`config.mk`:
```
export PLATFORM = sky130hd
export DESIGN_NAME = mfb_top
export DESIGN_NICKNAME = d
export VERILOG_FILES = /design/src/rtl/mfb_pkg.sv /design/src/rtl/mfb_enc_if.sv /design/src/rtl/mfb_top.sv /design/src/rtl/mfb_enc.sv
export VERILOG_INCLUDE_DIRS = /design/src /design/src/rtl
export SDC_FILE = /design/constraint.sdc
export NUM_CORES = 1
export LEC_CHECK = 0
export ABC_AREA = 1
export BUFFER_PORTS_ARGS = -buffer_cell sky130_fd_sc_hd__buf_2
export CAP_MARGIN = 20
export CELL_PAD_IN_SITES_DETAIL_PLACEMENT = 1
export CELL_PAD_IN_SITES_GLOBAL_PLACEMENT = 1
export CORE_MARGIN = 2
export CORE_UTILIZATION = 51
export CTS_BUF_LIST = sky130_fd_sc_hd__clkbuf_16
export DETAILED_ROUTE_END_ITERATION = 10
export PLACE_DENSITY_LB_ADDON = 0.3
export SLEW_MARGIN = 20
export SYNTH_ARGS = -nofsm -noshare
export SYNTH_HDL_FRONTEND = slang
export SYNTH_SLANG_ARGS = --single-unit
export TNS_END_PERCENT = 100
```
`constraint.sdc`:
```
create_clock -name clk -period 21.1 [get_ports clk]
set_input_delay 0 -clock clk [delete_from_list [all_inputs] [get_ports clk]]
set_output_delay 0 -clock clk [all_outputs]
set_load 0.005 [all_outputs]
```
`src/rtl/mfb_defines.svh`:
```
// register map, field positions, reset values and timing counts of the motion block
`ifndef MFB_DEFINES_SVH
`define MFB_DEFINES_SVH
`define MFB_A_CTRL   8'h00
`define MFB_A_OUT    8'h04
`define MFB_A_THR    8'h08
`define MFB_A_TIME   8'h0C
`define MFB_A_STAT   8'h10
`define MFB_F_APP    1:0
`define MFB_F_EXT    2
`define MFB_F_MODE   4:3
`define MFB_F_DEP    5
`define MFB_F_SRC    7:6
`define MFB_F_SEL    10:8
`define MFB_F_WGT    14:11
`define MFB_F_RUNON  15:0
`define MFB_F_STAIR  31:16
`define MFB_CTRL_RST 32'h0000_4721
`define MFB_OUT_RST  32'h0000_6401
`define MFB_THR_RST  16'h00C8
`define MFB_TIME_RST 32'h000A_003C
`define MFB_WGT_FULL 5'h10
`define MFB_PCT_MAX  8'h64
`define MFB_SCN_MAX  8'h40
`define MFB_TMP_MAX  8'h28
`define MFB_LUX_STEP 12'h032
`define MFB_LUX_MAX  12'h7D0
`define MFB_MOD_MAX  8'h04
`define MFB_CENTI    18'h00064
`define MFB_MANT_MAX 18'h007FF
`define MFB_CLK_NS   100
`define MFB_TICK_MS  1000
`define MFB_TICK_CYC (`MFB_TICK_MS * 1000000 / `MFB_CLK_NS)
`endif

```
`src/rtl/mfb_pkg.sv`:
```
// types shared by the motion block modules
package mfb_pkg;
   typedef enum logic [1:0] {APP_DET, APP_CEIL, APP_PRES, APP_PLC} mfb_app_t;
   typedef enum logic [1:0] {MD_AUTO, MD_SEMI1, MD_AOMO, MD_RSV} mfb_mode_t;
   typedef enum logic [1:0] {SRC_INT, SRC_EXT, SRC_BOTH, SRC_RSV} mfb_src_t;
   typedef enum logic [1:0] {LEN_1B, LEN_2B, LEN_BYTE, LEN_WORD} mfb_len_t;
   typedef enum logic [3:0] {FN_NONE, FN_SW, FN_STAIR, FN_FORCE, FN_DIM, FN_SCENE,
                             FN_TEMP, FN_LUX, FN_MODE} mfb_func_t;
   typedef enum logic {S_IDLE, S_ACTIVE} mfb_fsm_t;
   typedef struct packed {
      logic [31:0]        ctrl;
      logic [31:0]        outc;
      logic [15:0]        thr;
      logic [31:0]        tim;
      logic [2:0]         s1;
      logic [2:0]         s2;
      logic               ext_ok;
      logic [15:0]        ext_b;
      logic [23:0]        tick;
      logic [15:0]        runon;
      logic [15:0]        stair;
      mfb_fsm_t           fsm;
      logic               det;
      logic [31:0]        rdata;
      logic [1:0]         tx_stb;
      mfb_len_t [1:0]     tx_len;
      logic [1:0][15:0]   tx_data;
   } mfb_st_t;
endpackage

```
`src/rtl/mfb_enc_if.sv`:
```
// link between the detection core and one telegram encoder
`timescale 1ns/100ps
interface mfb_enc_if;
   import mfb_pkg::*;
   mfb_func_t   func;
   logic [7:0]  val;
   logic        start;
   logic        send;
   mfb_len_t    len;
   logic [15:0] payload;
   modport core (output func, val, start, input send, len, payload);
   modport enc  (input func, val, start, output send, len, payload);
endinterface

```
`src/rtl/mfb_top.sv`:
```
// motion detection function block: sectors, brightness, detection states, outputs
//
// Contract
// RULE1 - auto-on/manual-off: motion starts, no run-on, only manual OFF ends
// RULE2 - auto-on/manual-off mode refused for presence-detector-light-control application
// RULE3 - two outputs per block; output with no function sends nothing
// RULE4 - switching output sends single-bit ON/OFF
// RULE5 - staircase output repeats single-bit ON while detection active
// RULE6 - forced-position output sends two-bit priority telegrams
// RULE7 - dimming output sends one-byte scaled percentage 0 to 100
// RULE8 - scene output sends one-byte scene number 1 to 64
// RULE9 - temperature output sends two-byte float, 0 to 40 degrees
// RULE10 - brightness output sends two-byte float, 0 to 2000 lux by 50
// RULE11 - controller-mode output sends one-byte room controller mode
// RULE12 - extension role has no outputs; simple detector uses output 1 switching
// RULE13 - three PIR sectors, each separately assigned to the block
// RULE14 - assigned sector motions are ORed into one motion signal
// RULE15 - brightness from internal, external or weighted combination
// RULE16 - external sources: brightness-independent until first external value
// RULE17 - combined source with one value present uses that value unweighted
// RULE18 - brightness-independent: any motion while idle starts detection; in MD_SEMI1 mode the code starts only on man_on
// RULE19 - brightness-dependent: motion accepted only below twilight threshold
// RULE20 - simple detector application always brightness-independent
// RULE21 - presence detector lit above switch-off level ignores motion, runs out
// RULE22 - manual OFF while active cancels, sends end telegrams, returns idle
// RULE23 - twilight threshold register compared each cycle with effective brightness
//
// Decided for this implementation: the address-and-strobe port and the register addresses.
`timescale 1ns/100ps
`include "mfb_defines.svh"
module mfb_top
   import mfb_pkg::*;
#(
   parameter int TICK_CYC = `MFB_TICK_CYC
)(
   input  wire logic                clk,
   input  wire logic                nrst,
   input  wire logic                ce,
   input  wire logic [7:0]          addr,
   input  wire logic [31:0]         wdata,
   input  wire logic                wr,
   input  wire logic                rd,
   output logic [31:0]              rdata,
   input  wire logic [2:0]          pir_sector,
   input  wire logic                ext_motion,
   input  wire logic                man_on,
   input  wire logic                man_off,
   input  wire logic [15:0]         ext_bright,
   input  wire logic                ext_bright_stb,
   input  wire logic [15:0]         int_bright,
   input  wire logic                int_bright_ok,
   output logic [1:0]               tx_stb,
   output logic [1:0][1:0]          tx_len,
   output logic [1:0][15:0]         tx_data,
   output logic                     detecting
);
   // ******************************************
   // state and decoded configuration
   // ******************************************
   localparam logic [23:0] TICK_LAST = 24'(TICK_CYC - 1);

   mfb_st_t     st;
   mfb_st_t     next_st;
   mfb_app_t    app;
   mfb_mode_t   mode;
   mfb_src_t    src;
   logic [4:0]  w_int;
   logic [4:0]  w_ext;
   logic [20:0] wsum;
   logic [15:0] eff;
   logic        eff_ok;
   logic        dep_eff;
   logic        motion;
   logic        bright_high;
   logic        accept;
   logic        active;
   logic        tick_p;
   logic        expire;
   logic        start_ev;
   logic        end_ev;
   logic        stair_ev;
   logic        dep_mode;
   mfb_func_t   func_eff [2];
   logic        enc_send [2];
   mfb_len_t    enc_len [2];
   logic [15:0] enc_pay [2];

   assign app    = mfb_app_t'(st.ctrl[`MFB_F_APP]);
   assign mode   = mfb_mode_t'(st.ctrl[`MFB_F_MODE]);
   assign src    = mfb_src_t'(st.ctrl[`MFB_F_SRC]);
   assign active = (st.fsm == S_ACTIVE);

   // ******************************************
   // brightness source and evaluation
   // ******************************************
   assign w_int = {1'b0, st.ctrl[`MFB_F_WGT]};
   assign w_ext = `MFB_WGT_FULL - w_int;
   assign wsum  = 21'(int_bright * w_int) + 21'(st.ext_b * w_ext);

   always_comb begin
      eff    = int_bright;
      eff_ok = int_bright_ok;
      unique case (src)
         SRC_INT: begin
            eff    = int_bright;
            eff_ok = int_bright_ok;
         end
         SRC_EXT: begin
            eff    = st.ext_b;
            eff_ok = st.ext_ok;
         end
         SRC_BOTH: begin
            eff_ok = int_bright_ok | st.ext_ok;
            if (int_bright_ok && st.ext_ok) begin
               eff = wsum[19:4]; // RULE15
            end else if (st.ext_ok) begin
               eff = st.ext_b; // RULE17
            end else begin
               eff = int_bright; // RULE17
            end
         end
         default: begin
            eff    = 16'h0000;
            eff_ok = 1'b0;
         end
      endcase
   end

   // independent for detector and light-control application, and until valid values
   assign dep_mode = st.ctrl[`MFB_F_DEP] && app != APP_DET && app != APP_PLC; // RULE20
   assign dep_eff  = dep_mode && eff_ok && (src == SRC_INT || st.ext_ok); // RULE16

   // ******************************************
   // motion combination and acceptance
   // ******************************************
   assign motion = |(st.s2 & st.ctrl[`MFB_F_SEL]) | ext_motion; // RULE13 RULE14
   assign bright_high = dep_eff && app == APP_PRES && active &&
                        {1'b0, eff} > {st.thr, 1'b0}; // RULE21
   assign accept = motion && !bright_high &&
                   (!dep_eff || eff < st.thr); // RULE18 RULE19 RULE23

   // ******************************************
   // detection events
   // ******************************************
   assign tick_p   = (st.tick == TICK_LAST);
   assign expire   = active && mode != MD_AOMO && st.runon == 16'h0000; // RULE1
   assign end_ev   = active && (man_off || expire); // RULE22
   assign start_ev = !active && (mode == MD_SEMI1 ? man_on : (accept || man_on));
   assign stair_ev = active && !end_ev && tick_p && st.stair == 16'h0000;

   // ******************************************
   // output encoders
   // ******************************************
   genvar gi;
   generate
      for (gi = 0; gi < 2; gi++) begin : g_out
         mfb_enc_if eif ();
         always_comb begin
            if (st.ctrl[`MFB_F_EXT]) begin
               func_eff[gi] = FN_NONE; // RULE12
            end else if (app == APP_DET) begin
               func_eff[gi] = (gi == 0) ? FN_SW : FN_NONE; // RULE12
            end else begin
               func_eff[gi] = mfb_func_t'(st.outc[4*gi +: 4]); // RULE3
            end
         end
         assign eif.func     = func_eff[gi];
         assign eif.val      = st.outc[8 + 8*gi +: 8];
         assign eif.start    = !end_ev;
         assign enc_send[gi] = eif.send;
         assign enc_len[gi]  = eif.len;
         assign enc_pay[gi]  = eif.payload;
         mfb_enc u_enc (
            .e (eif.enc)
         );
      end
   endgenerate

   // ******************************************
   // next state
   // ******************************************
   always_comb begin
      next_st        = st;
      next_st.s1     = pir_sector;
      next_st.s2     = st.s1;
      next_st.tx_stb = 2'b00;
      next_st.rdata  = 32'h0000_0000;
      next_st.tick   = tick_p ? 24'h00_0000 : st.tick + 24'h00_0001;

      if (wr) begin
         unique case (addr)
            `MFB_A_CTRL: begin
               next_st.ctrl = wdata;
               if (mfb_app_t'(wdata[`MFB_F_APP]) == APP_PLC &&
                   mfb_mode_t'(wdata[`MFB_F_MODE]) == MD_AOMO) begin
                  next_st.ctrl[`MFB_F_MODE] = MD_AUTO; // RULE2
               end
            end
            `MFB_A_OUT:  next_st.outc = wdata;
            `MFB_A_THR:  next_st.thr  = wdata[15:0]; // RULE23
            `MFB_A_TIME: next_st.tim  = wdata;
            default: ;
         endcase
      end
      if (rd) begin
         unique case (addr)
            `MFB_A_CTRL: next_st.rdata = st.ctrl;
            `MFB_A_OUT:  next_st.rdata = st.outc;
            `MFB_A_THR:  next_st.rdata = {16'h0000, st.thr};
            `MFB_A_TIME: next_st.rdata = st.tim;
            `MFB_A_STAT: next_st.rdata = {eff, 12'h000, bright_high, dep_eff,
                                          st.ext_ok, st.det};
            default: next_st.rdata = 32'h0000_0000;
         endcase
      end

      if (ext_bright_stb) begin
         next_st.ext_b  = ext_bright;
         next_st.ext_ok = 1'b1;
      end

      unique case (st.fsm)
         S_IDLE: begin
            if (start_ev) begin
               next_st.fsm   = S_ACTIVE;
               next_st.runon = st.tim[`MFB_F_RUNON];
               next_st.stair = st.tim[`MFB_F_STAIR];
            end
         end
         S_ACTIVE: begin
            if (end_ev) begin
               next_st.fsm = S_IDLE; // RULE1 RULE22
            end else begin
               if (accept && mode != MD_AOMO) begin
                  next_st.runon = st.tim[`MFB_F_RUNON];
               end else if (tick_p && st.runon != 16'h0000) begin
                  next_st.runon = st.runon - 16'h0001;
               end
               if (tick_p) begin
                  next_st.stair = (st.stair == 16'h0000) ? st.tim[`MFB_F_STAIR]
                                                         : st.stair - 16'h0001;
               end
            end
         end
      endcase
      next_st.det = (next_st.fsm == S_ACTIVE);

      for (int i = 0; i < 2; i++) begin
         if ((start_ev || end_ev || (stair_ev && func_eff[i] == FN_STAIR)) &&
             enc_send[i]) begin
            next_st.tx_stb[i]  = 1'b1; // RULE4 RULE5 RULE6 RULE7 RULE8 RULE9 RULE10 RULE11
            next_st.tx_len[i]  = enc_len[i];
            next_st.tx_data[i] = enc_pay[i];
         end
      end
   end

   // ******************************************
   // registers
   // ******************************************
   always_ff @(posedge clk or negedge nrst) begin
      if (!nrst) begin
         st      <= '0;
         st.ctrl <= `MFB_CTRL_RST;
         st.outc <= `MFB_OUT_RST;
         st.thr  <= `MFB_THR_RST;
         st.tim  <= `MFB_TIME_RST;
         st.fsm  <= S_IDLE;
      end else if (ce) begin
         st <= next_st;
      end
   end

   assign rdata     = st.rdata;
   assign tx_stb    = st.tx_stb;
   assign tx_len    = st.tx_len;
   assign tx_data   = st.tx_data;
   assign detecting = st.det;
endmodule

```
`src/rtl/mfb_enc.sv`:
```
// telegram encoder for one output of the motion block
`timescale 1ns/100ps
`include "mfb_defines.svh"
module mfb_enc
   import mfb_pkg::*;
(
   mfb_enc_if.enc e
);
   function automatic logic [15:0] to_float(input logic [17:0] c);
      logic [17:0] m;
      logic [3:0]  ex;
      m  = c;
      ex = 4'h0;
      for (int k = 0; k < 8; k++) begin
         if (m > `MFB_MANT_MAX) begin
            m  = m >> 1;
            ex = ex + 4'h1;
         end
      end
      return {1'b0, ex, m[10:0]};
   endfunction

   logic [7:0]  pct;
   logic [15:0] dimv;
   logic [7:0]  scn;
   logic [7:0]  tmp;
   logic [11:0] lux;

   always_comb begin
      pct  = (e.val > `MFB_PCT_MAX) ? `MFB_PCT_MAX : e.val;
      dimv = 16'((pct * 16'h00FF) / 16'h0064);
      scn  = (e.val == 8'h00) ? 8'h01 : ((e.val > `MFB_SCN_MAX) ? `MFB_SCN_MAX : e.val);
      tmp  = (e.val > `MFB_TMP_MAX) ? `MFB_TMP_MAX : e.val;
      lux  = 12'(e.val * `MFB_LUX_STEP);
      if (lux > `MFB_LUX_MAX) begin
         lux = `MFB_LUX_MAX;
      end
      e.send    = 1'b1;
      e.len     = LEN_1B;
      e.payload = 16'h0000;
      unique case (e.func)
         FN_NONE: begin
            e.send = 1'b0; // RULE3
         end
         FN_SW, FN_STAIR: begin
            e.payload = {15'h0000, e.start}; // RULE4 RULE5
         end
         FN_FORCE: begin
            e.len     = LEN_2B;
            e.payload = {14'h0000, 1'b1, e.start}; // RULE6
         end
         FN_DIM: begin
            e.len     = LEN_BYTE;
            e.payload = e.start ? dimv : 16'h0000; // RULE7
         end
         FN_SCENE: begin
            e.send    = e.start;
            e.len     = LEN_BYTE;
            e.payload = {8'h00, 8'(scn - 8'h01)}; // RULE8
         end
         FN_TEMP: begin
            e.send    = e.start;
            e.len     = LEN_WORD;
            e.payload = to_float(18'(tmp * `MFB_CENTI)); // RULE9
         end
         FN_LUX: begin
            e.send    = e.start;
            e.len     = LEN_WORD;
            e.payload = to_float(18'(lux * `MFB_CENTI)); // RULE10
         end
         FN_MODE: begin
            e.send    = e.start;
            e.len     = LEN_BYTE;
            e.payload = {8'h00, (e.val > `MFB_MOD_MAX) ? `MFB_MOD_MAX : e.val}; // RULE11
         end
         default: begin
            e.send = 1'b0;
         end
      endcase
   end
endmodule

```
# Yosys cells after proc, flatten, opt, wreduce, memory -nomap -nowiden
# Index checks and enable logic that the tools add are counted.
[classes] n_reduce_logical=64 shifts=0 div=2 n_eq_ne=33 magnitude_cmp=44 add_sub_neg=35 n_mux=163 n_mul=10 bitwise=4
[ops] op="18-bit two-way mux" n=54
[ops] op="18-bit by 11-bit > comparator with 1-bit output (second input constant)" n=30
[ops] op="4-bit two-way mux" n=60
[ops] op="16-bit one-hot mux with 7 select lines" n=2
[ops] op="32-bit one-hot mux with 5 select lines" n=1
[ops] op="16-bit two-way mux" n=8
[ops] op="4-bit by 1-bit adder with 4-bit output (second input constant)" n=28
[ops] op="8-bit two-way mux" n=10
[ops] op="33-bit one-hot mux with 2 select lines" n=1
[ops] op="32-bit two-way mux" n=2
[ops] op="16-bit one-hot mux with 3 select lines" n=1
[ops] op="11-bit two-way mux" n=4
[ops] op="33-bit two-way mux" n=1
[ops] op="16-bit by 7-bit divider with 16-bit output (second input constant)" n=2
[ops] op="4-bit by 3-bit == test with 1-bit output (second input constant)" n=8
[ops] op="8-bit by 7-bit > comparator with 1-bit output (second input constant)" n=4
[ops] op="16-bit zero test" n=2
[ops] op="12-bit by 5-bit multiplier with 16-bit output (second input constant)" n=2
[ops] op="8-bit by 8-bit multiplier with 16-bit output (second input constant)" n=2
[ops] op="16-bit by 1-bit subtractor with 16-bit output (second input constant)" n=2
[ops] op="15-bit by 11-bit > comparator with 1-bit output (second input constant)" n=2
[ops] op="15-bit two-way mux" n=2
[ops] op="8-bit by 5-bit multiplier with 13-bit output (second input constant)" n=2
[ops] op="24-bit by 1-bit adder with 24-bit output (second input constant)" n=1
[ops] op="46 further kinds" n=124
[totals] latch_bits=0 n_memories=0 mem_bits_ro=0 ramBits=0 out_inout_bits=71 input_bits=85 wordCells=373 ff_bits=262

# Logic depth before layout (Yosys ltp)
# Gate-level depths: netlist of the first run.
[logic_depth] depth_word=28 ltp_mapped=75 ltp_nobuf=75

# Hierarchy
# A second synthesis of the first run with hierarchy kept.
[hier_totals] cells_unflattened=4975 hier_area_um2=34400.5
[modules_own_cells] module="mfb_top" cells_per_inst=2469 area_each_um2=18883.1 seq_area_each_um2=6580.1 instances=1
[modules_own_cells] module="mfb_enc (g_out[1].u_enc)" cells_per_inst=1288 area_each_um2=7876.3 seq_area_each_um2=0.0 instances=1
[modules_own_cells] module="mfb_enc (g_out[0].u_enc)" cells_per_inst=1218 area_each_um2=7641.1 seq_area_each_um2=0.0 instances=1

# Worst setup path before layout of the first run
# Ideal clock, no wire load.
[synth_timing] path_type="register to register" startpoint="register st, in the netlist g_out[0].eif.val[2]" endpoint="register st, in the netlist tx_data[12]" path_stages_with_launch=60 t_required_ps=21023 setup_slack_ps=10787 arrival_ps=10235 period_less_slack_ps=10313 setup_ps=77 n_path_buf=0 path_cell_list="dfstp_2 inv_1 ha_1 ha_1 inv_1 fa_1 inv_1 ha_1 nand3_1 and2_1 xor2_1 or3_1 nor4_1 o21ai_0 nand2_1 nand2_1 inv_1 nor2_1 [... 24 more ...] ha_1 or2_2 nand2_1 inv_1 ha_1 inv_1 o21ai_0 ha_1 nand2_1 o21ai_0 ha_1 nand2_1 nand2_1 ha_1 nor2_1 a31oi_1 nand2_1 a21oi_1"
[synth_between] elab_chain_cells=28 elab_cells_between_ends=101 classes_between="14 x add/sub; 4 x mul; 1 x div; 19 x order compare; 63 x mux"
[synth_rtl] element="start: declaration" line="mfb_top.sv:62" rtl="mfb_st_t st;"
[synth_rtl] element="start signal: assignment" line="mfb_top.sv:270" rtl="st <= next_st;"
[synth_rtl] element="branches (longest 27 deep; another with 8-bit by 8-bit multiplier with 16-bit output)"
[synth_rtl] element="16-bit one-hot mux with 7 select lines *" line="mfb_enc.sv:41" rtl="unique case (e.func)"
# Every way passes the cells marked *. The select of a mux whose other input is x is not followed.
# A chain may end at the register's enable or synchronous reset.

# Worst setup path in the final report of the first run
[layout_timing] startpoint="register st, in the netlist g_out[1].eif.val[3]" endpoint="register st, in the netlist tx_data[28]"
# The elaborated chain is that of the path after synthesis.

==> results.py, run 1 <==
metrics = {
    "outcome": {
        "status": "finished, final reports clean",
    },
    "yosys": {
        "synth_compound_area_share_pct": 15.0,
        "synth-main-ff-cell": "dfrtp_1",
        "postSynthCellCount": 4677,
        "synth_fa_ha_area_share_pct": 24.3,
        "synth_edf_count": 0,
        "ys_warn_count": 0,
        "syn_area_per_cell_um2": 7.12,
        "synthMuxAreaShare_pct": 0.421,
        "synth-seq-cells": 260,
        "synth.distinct_cells": 76,
        "synth_xor_area_share_pct": 3.31,
        "yosysSeqAreaShare_pct": 19.6,
        "syn_area_um2": 33300,
        "ys_async_sr_fraction_pct": 100,
        "synth_simple_gate_area_share_pct": 24.5,
        "synth_top_family_by_area": "simple AND/OR/NAND/NOR gates",
    },
    "worst_setup_path": {
        "worst_path_largest_cell_delay_ps": 690,
        "crit_top_cell": "inv_1",
        "r2r.worst_path.cells": 57,
        "cp_max_fo": 17,
        "r2r_start": "g_out[1].eif.val[3]",
        "crit_required_ps": 21510,
        "worstSetupPathType": "flip-flop to flip-flop",
        "cp.depth": 57,
        "crit_buf_inv": 13,
        "critPathSlowestCell": "nor2_1",
        "crit_arrival_ps": 13590,
        "setup.worst_path.end_class": "flip-flop",
        "crit_path_start_kind": "flip-flop",
        "cp-startpoint": "g_out[1].eif.val[3]",
        "cpLargestDelayFamily": "adder cells",
    },
    "timing": {
        "slew_headroom_pct": 26.7,
        "finalSetupTns_ps": 0,
        "layout_min_cycle_time_ps": 13170,
        "tightestPinTransition_ps": 1100,
        "post-route-period-util_pct": 62.4,
        "finClkSkew_ps": 35.8,
        "setup_viol": 0,
        "rsz0062_at_grt": "false",
        "final_max_slew_viol_count": 0,
        "hold_viol_final": 0,
        "max_freq_mhz": 75.9,
    },
    "hold_path": {
        "hold_class": "primary input to asynchronous set/reset pin",
    },
    "detailed_routing": {
        "wl_per_cell_um": 20.7,
        "drc": 0,
        "vias_per_cell": 5.80,
        "first_pass_iters": 7,
        "vias": 32778,
        "wirelength_um": 117000,
        "ant_nets": 0,
        "drt-initial-drc-count": 2327,
    },
    "grt": {
        "grt_pass1_vias": 34770,
        "grt_antenna_before_repair": 5,
        "overflow": 0,
        "grt_max_degree": 88,
        "grt_pass1_wl_um": 188000,
        "grt_use_total_pct": 34.9,
    },
    "floorplan": {
        "die_area_um2": 67400,
        "die_w_um": 260,
        "row_count": 93,
        "design.core.area_um2": 64500,
        "die_y_um": 260,
        "initial_utilization_pct": 51.7,
        "ios": 156,
    },
    "layout": {
        "nNetsFinal": 5389,
        "fin_cells": 5652,
        "final_area_um2": 36100,
        "drive_above_1_share_pct": 9.75,
        "final_cell_mix": "nand2_1 (1034), inv_1 (849), o21ai_0 (414)",
        "layout_commonest_cell": "nand2_1",
        "fill_cells": 8506,
        "area_growth_syn_to_layout_pct": 8.36,
    },
    "place": {
        "placed_area_um2": 34400,
        "gp_congestion": 0.933,
        "port-buffer-count": 153,
        "dp_hpwl_um": 89500,
        "dp_cells": 5528,
    },
    "clocking": {
        "insertion_delay_ps": 570,
        "post_cts_buffers": 0,
        "cts_buffers": 34,
        "clock-sinks": 260,
        "clkTransAtPathRegs_ps": 60,
        "htree_levels": 2,
        "cts_root_buffer": "clkbuf_16",
        "cts.path.max_buffers": 3,
        "cts_tree": "yes",
    },
    "power": {
        "power_mw": 3.41,
        "leakage_nw": 19.6,
        "power.density_nw_per_um2": 94.4,
        "peakVddDrop_mv": 0.100,
    },
    "flow_run": {
        "max_cap_viol_count": 0,
    },
}
Yosys cell counts, types with 13 or more instances:
cell type  count  area share [%]
inv_2         25            0.28
o21ai_1       20            0.30
nand2_1     1037              12
clkbuf_1     100             1.1
nand3_1      170             2.6
nor3_1        48            0.72
xnor2_1       32            0.84
buf_4         70             1.6
o21ai_0      415             6.2
nand4_1       69             1.3
fa_1         183              11
dfstp_2       19             1.5
nor4_1        16            0.30
clkinv_1      14            0.16
ha_1         354              13
xor2_1        90             2.4
nor2_1       288             3.2
a221oi_1      27            0.71
o211ai_1      46             1.0
inv_1        844             9.5
a211oi_1      17            0.38
or2_2         16            0.30
nand3_2       16            0.48
o2111ai_1     13            0.34
a31oi_1       18            0.34
a21oi_1      198             3.0
nand2_2       66             1.2
dfrtp_1      241              18
o22ai_1       34            0.64
nand2_4       31             1.0
cell families (layout without fill, tap and decap cells):
kind of cell    count (synthesis)  in the layout
compound gates                869            869
xor+xnor                      124            124
fa+ha+maj                     537            537
buf+inv                      1065           1176
flops                         260            260
mux                            13             13
other cells                     2             11
simple gates                 1807           1807
what timing repair did:
item                      4_1_cts  5_1_grt
hold buffers                   57        0
gates resized for setup         0        0
hold endpoints to repair      222        0
final timing paths:
path	to	slack, ps
min	st[132]	50
max	tx_data[28]	7930
min reg2reg	st[147]	470
max reg2reg	tx_data[28]	7930
max in group asynchronous	st[72]	18940
min in group clk	st[144]	140
through the flow:
| step | setup WS (ps) | utilization, % | hold WS [ps] |
|---|---|---|---|
| floorplan | 10790 | - | -296 |
| global placement | 8530 | 53.3 | 62.6 |
| detailed placement | 8080 | 53.3 | 74.0 |
| CTS | 8030 | 55.9 | 101 |
| global route | 6770 | 56.0 | 116 |
| finish | 7930 | 56.0 | 50.3 |
per-layer routing:
layer	global-route usage, %	vias to the layer above	wire, um
met1	42.4	16130	46900
met4	17.2	0	6170
met3	5.59	366	7410
li1	-	15191	-
met2	60.1	1091	56500
met5	0	-	0
sequential cells by signal, indices dropped and copies added (netlist names):
name / cells
tx_stb: 2
mode: 2
app: 2
rdata: 32
tx_data: 30
tx_len: 4
src: 2
g_out.eif.val: 16
detecting: 1
st: 166
next_st: 3
layout make-up:
type                    instances  area, um2  share of cell area [%]
repair buffers                231       1500                    4.16
diodes                          5       12.5                  0.0347
clock inverters                27        250                   0.693
inverters                     884       3320                    9.20
multi-input cells            3356      22600                    62.5
clock buffers                  34        851                    2.36
flip-flops and latches        260       6530                    18.1
well taps                     855       1070                    2.96
power by group:
| group | switching (mW) | internal (mW) | total (mW) |
|---|---|---|---|
| Clock | 0.256 | 0.335 | 0.591 |
| Combinational | 1.43 | 0.755 | 2.19 |
| Sequential | 0.0696 | 0.558 | 0.628 |
| Total | 1.76 | 1.65 | 3.41 |
(Power assumes the default switching activity.)
==> run 2, diff against run 1 <==
CORE_UTILIZATION = 43   (was 51)
clock period = 10.8 ns   (was 21.1 ns; I/O delays follow)
==> results.py, run 2 (synthesis gave the netlist of run 1 again) <==
metrics = {
    "outcome": {
        "status": "finished, final reports clean",
    },
    "grt": {
        "grt_use_total_pct": 28.2,
        "grt_max_degree": 161,
        "grt_antenna_before_repair": 3,
        "grt_pass1_wl_um": 179000,
        "grt_pass1_vias": 33290,
        "overflow": 0,
    },
    "timing": {
        "finClkSkew_ps": 33.6,
        "tightestPinTransition_ps": 1040,
        "rsz0062_at_grt": "true",
        "final_max_slew_viol_count": 0,
        "worst_hold_slack_ps": 94.9,
        "slew_headroom_pct": 30.5,
        "post-route-period-util_pct": 94.4,
        "hold_viol_final": 0,
        "finalSetupTns_ps": 0,
        "max_freq_mhz": 98.1,
        "layout_min_cycle_time_ps": 10200,
        "setup_viol": 0,
    },
    "layout": {
        "final_cell_mix": "nand2_1 (1030), inv_1 (842), o21ai_0 (404)",
        "nNetsFinal": 5453,
        "diodes": 0,
        "largest-register": "st",
        "drive_above_1_share_pct": 11.8,
        "largest_reg_flops": 166,
        "layout_commonest_cell": "nand2_1",
        "area_growth_syn_to_layout_pct": 11.3,
        "final_util_pct": 48.1,
        "fin_cells": 5898,
    },
    "place": {
        "dp_hpwl_um": 88200,
        "gp_congestion": 0.970,
        "port-buffer-count": 153,
        "dp_cells": 5756,
    },
    "detailed_routing": {
        "ant_nets": 0,
        "drc": 0,
        "top_layer": "met5",
        "wl_met1_um": 49600,
        "routed-wl-met2_um": 52900,
        "wl_per_cell_um": 19.0,
        "vias": 32113,
        "wirelength_um": 112000,
        "vias_per_cell": 5.44,
        "drt-initial-drc-count": 2151,
        "wl_met3_um": 5890,
        "first_pass_iters": 5,
    },
    "worst_setup_path": {
        "critPathSlowestCell": "dfstp_2",
        "crit_path_start_kind": "flip-flop",
        "setup.worst_path.end_class": "flip-flop",
        "worst_path_largest_cell_delay_ps": 570,
        "crit_arrival_ps": 10710,
        "crit_required_ps": 11310,
        "cp_max_fo": 11,
        "crit_top_cell": "ha_1",
        "worstSetupPathType": "flip-flop to flip-flop",
    },
    "power": {
        "peakVddDrop_mv": 0.136,
        "clkPwrFrac_pct": 17.8,
        "power.density_nw_per_um2": 180,
        "leakage_nw": 19.9,
        "power_frac_seq_pct": 18.2,
        "p_comb_share_pct": 64.0,
        "power.switching_mw": 3.39,
        "internal-power_mw": 3.27,
        "swShare_pct": 50.9,
    },
    "floorplan": {
        "die_y_um": 282,
        "die_w_um": 282,
        "row_count": 102,
        "ios": 156,
        "die_area_um2": 79700,
        "design.core.area_um2": 77100,
        "initial_utilization_pct": 43.2,
    },
    "clocking": {
        "cts_root_buffer": "clkbuf_16",
        "cts_buffers": 35,
        "cts_tree": "yes",
        "htree_levels": 2,
        "clock-sinks": 260,
        "clkTransAtPathRegs_ps": 70,
        "cts.path.max_buffers": 3,
        "insertion_delay_ps": 580,
    },
    "flow_run": {
        "max_cap_viol_count": 0,
    },
    "hold_path": {
        "hold_class": "primary input to asynchronous set/reset pin",
    },
}
run 2: per-stage QoR:
| step | area [um2] | power (mW) | setup WS [ps] |
|---|---|---|---|
| global placement | 34900 | 5.25 | 143 |
| floorplan | 33300 | 4.36 | 487 |
| global route | 37100 | 7.31 | -163 |
| finish | 37100 | 6.66 | 602 |
| detailed placement | 34900 | 5.38 | -251 |
| CTS | 36700 | 6.63 | 15.8 |
run 2: worst paths after layout:
check                               startpoint                  end  slack (ps)  depth (start not counted)
hold / removal                            nrst              st[132]          90                          2
max in group asynchronous                 nrst  g_out[1].eif.val[7]        9100                          3
min in group clk                       addr[2]            rdata[14]         160                          5
setup / recovery           g_out[0].eif.val[2]          tx_data[12]         600                         61
setup reg to reg           g_out[0].eif.val[2]          tx_data[12]         600                         61
hold reg to reg                      rdata[15]            rdata[15]         480                          2
run 2: repair_timing:
action | 4_1_cts | 5_1_grt
hold buffers | 58 | 0
pin swaps | 1 | 16
gates resized for setup | 5 | 66
buffers inserted | 1 | 19
setup endpoints to repair | 4 | 53
endpoints found under the hold margin | 237 | 0
run 2: critical path: cells and delay by family (launching register included):
kind / cells / cell delay, ps
adder cells (fa/ha/maj): 13 / 4060
AND/OR/NAND/NOR: 21 / 2690
AO/OA/AOI/OAI: 15 / 1920
buffers and inverters: 11 / 730
flip-flops: 1 / 570
XOR/XNOR: 1 / 170
run 2: area by class of cell:
type / count / area [um2]
Sequential cell: 260 / 6530
Inverter: 884 / 3350
Tap cell: 1040 / 1300
Clock buffer: 35 / 876
Timing Repair Buffer: 294 / 1990
Fill cell: 10005 / 40000
Clock inverter: 29 / 258
Multi-Input combinational cell: 3356 / 22800
run 2: per-layer routing:
layer / GRT usage (%) / vias to the layer above
li1: - / 15300
met1: 37.3 / 15796
met2: 47.4 / 806
met3: 3.61 / 207
met4: 9.33 / 4
met5: 0 / -
run 2: power groups by stage:
stage | sequential [mW] | clock (mW) | combinational, mW
6_report | 1.21 | 1.19 | 4.26
3_3_place_gp | 1.22 | 0 | 4.02
3_5_place_dp | 1.22 | 0 | 4.16
5_1_grt | 1.23 | 1.24 | 4.85
4_1_cts | 1.21 | 1.20 | 4.21
2_1_floorplan | 1.17 | 0 | 3.19
==> run 3, diff against run 2 <==
--- a/config.mk
+++ b/config.mk
@@ -17,2 +17,3 @@
 export DETAILED_ROUTE_END_ITERATION = 10
+export MAX_ROUTING_LAYER = met4
 export PLACE_DENSITY_LB_ADDON = 0.3
==> constraint.sdc (replaced) <==
create_clock -name clk -period 10.8 [get_ports clk]
set_input_delay 1.08 -clock clk [delete_from_list [all_inputs] [get_ports clk]]
set_output_delay 1.08 -clock clk [all_outputs]
set_load 0.005 [all_outputs]
==> results.py, run 3 (synthesis gave the netlist of run 1 again) <==
metrics = {
    "grt": {
        "grt_pass1_vias": 32886,
        "overflow": 0,
        "grt_pass1_wl_um": 177000,
        "grt_antenna_before_repair": 2,
        "grt_max_degree": 104,
        "grt_use_total_pct": 28.4,
    },
    "detailed_routing": {
        "vias_per_cell": 5.45,
        "first_pass_iters": 6,
        "drt-initial-drc-count": 1781,
        "wl_per_cell_um": 18.9,
        "ant_nets": 0,
        "wirelength_um": 110000,
        "drc": 0,
        "vias": 31754,
    },
    "floorplan": {
        "die_y_um": 282,
        "die_area_um2": 79700,
        "initial_utilization_pct": 43.2,
        "design.core.area_um2": 77100,
        "ios": 156,
        "row_count": 102,
        "die_w_um": 282,
    },
    "clocking": {
        "cts_buffers": 31,
        "ctsHoldBuffers": 0,
        "insertion_delay_ps": 630,
        "htree_levels": 1,
        "cts.path.max_buffers": 3,
        "cts_tree": "yes",
        "cts_root_buffer": "clkbuf_16",
        "clkTransAtPathRegs_ps": 70,
        "clock-sinks": 260,
    },
    "worst_setup_path": {
        "cp.depth": 61,
        "crit_required_ps": 11360,
        "r2r_start": "g_out[0].eif.val[2]",
        "crit_buf_inv": 11,
        "cpLargestDelayFamily": "adder cells",
        "crit_path_start_kind": "flip-flop",
        "worstReg2RegEnd": "tx_data[12]",
        "r2r_slack_ps": 630,
        "crit_arrival_ps": 10720,
        "setup.worst_path.end_class": "flip-flop",
        "cp_max_fo": 11,
        "critPathSlowestCell": "fa_1",
        "r2r.worst_path.cells": 61,
        "crit_end": "tx_data[12]",
        "crit_top_cell": "ha_1",
        "worst_path_largest_cell_delay_ps": 560,
        "cp-startpoint": "g_out[0].eif.val[2]",
        "worstSetupPathType": "flip-flop to flip-flop",
    },
    "timing": {
        "rsz0062_at_grt": "true",
        "setup_viol": 0,
        "final_max_slew_viol_count": 0,
        "slew_headroom_pct": 32.8,
        "hold_viol_final": 0,
        "max_freq_mhz": 98.4,
        "tightestPinTransition_ps": 1010,
        "layout_min_cycle_time_ps": 10170,
        "finClkSkew_ps": 32.0,
        "post-route-period-util_pct": 94.1,
    },
    "power": {
        "swShare_pct": 50.7,
        "peakVddDrop_mv": 0.144,
        "power_mw": 6.65,
        "power_frac_seq_pct": 18.3,
        "internal-power_mw": 3.28,
        "p_comb_share_pct": 63.9,
        "leakage_nw": 19.6,
        "power.density_nw_per_um2": 183,
        "clkPwrFrac_pct": 17.8,
        "power.switching_mw": 3.37,
    },
    "layout": {
        "final_cell_mix": "nand2_1 (1032), inv_1 (839), o21ai_0 (405)",
        "fill_cells": 10038,
        "nNetsFinal": 5379,
        "largest-register": "st",
        "layout_commonest_cell": "nand2_1",
        "largest_reg_flops": 166,
        "final_util_pct": 47.2,
        "area_growth_syn_to_layout_pct": 9.23,
        "drive_above_1_share_pct": 11.9,
    },
    "place": {
        "gp_congestion": 0.939,
        "dp_hpwl_um": 87500,
        "port-buffer-count": 153,
    },
    "outcome": {
        "status": "finished, final reports clean",
    },
    "hold_path": {
        "hp-start": "next_st[145]",
        "hold_class": "flip-flop to flip-flop",
        "min_path_cells": 2,
    },
    "flow_run": {
        "max_cap_viol_count": 0,
    },
}
run 3: worst min-delay path: stages (launching register included):
cell	delay, ps
dfrtp_1	340
nand2_1	60
nand2_1	50
run 3: per-layer routing:
metal | wire, um | GRT usage [%]
met5 | 0 | -
met4 | 3190 | 7.42
met3 | 5690 | 3.18
met2 | 52700 | 47.4
met1 | 48600 | 36.5
run 3: power by group through the flow:
stage,combinational [mW],clock [mW],sequential (mW)
floorplan,3.19,0,1.17
global placement,4.01,0,1.22
detailed placement,4.15,0,1.22
CTS,4.18,1.20,1.21
global route,4.84,1.23,1.23
finish,4.25,1.19,1.22
run 3: worst min-delay path by stage:
stage	endpoint
3_5_place_dp	next_st[145]
2_1_floorplan	st[147]
3_3_place_gp	next_st[145]
6_report	next_st[145]
4_1_cts	next_st[145]
5_1_grt	next_st[145]
run 3: what timing repair did:
action / CTS / global route
buffers inserted: 1 / 11
gates cloned: 0 / 2
endpoints found under the setup margin: 3 / 65
gates resized for setup: 3 / 67
pin swaps: 1 / 12
hold endpoints to repair: 0 / 0
run 3: layout make-up:
class / count / area (um2) / area share (%)
Multi-Input combinational cell: 3357 / 22800 / 62.6
Sequential cell: 260 / 6540 / 18.0
Inverter: 884 / 3330 / 9.16
Timing Repair Buffer: 222 / 1310 / 3.59
Tap cell: 1040 / 1300 / 3.58
Clock buffer: 31 / 776 / 2.13
Clock inverter: 27 / 344 / 0.946
Timing Repair inverter: 1 / 7.51 / 0.0206
Antenna cell: 2 / 5.00 / 0.0138
run 3: metrics by stage:
step	hold WS [ps]	worst slack [ps]	TNS [ps]	cells	area (um2)
floorplan	442	487	0	4681	33300
global placement	457	207	0	5750	34900
detailed placement	460	-157	-313	5750	34900
CTS	479	37.7	0	5809	36000
global route	514	-67.0	-83.1	5824	36400
finish	475	635	0	5824	36400
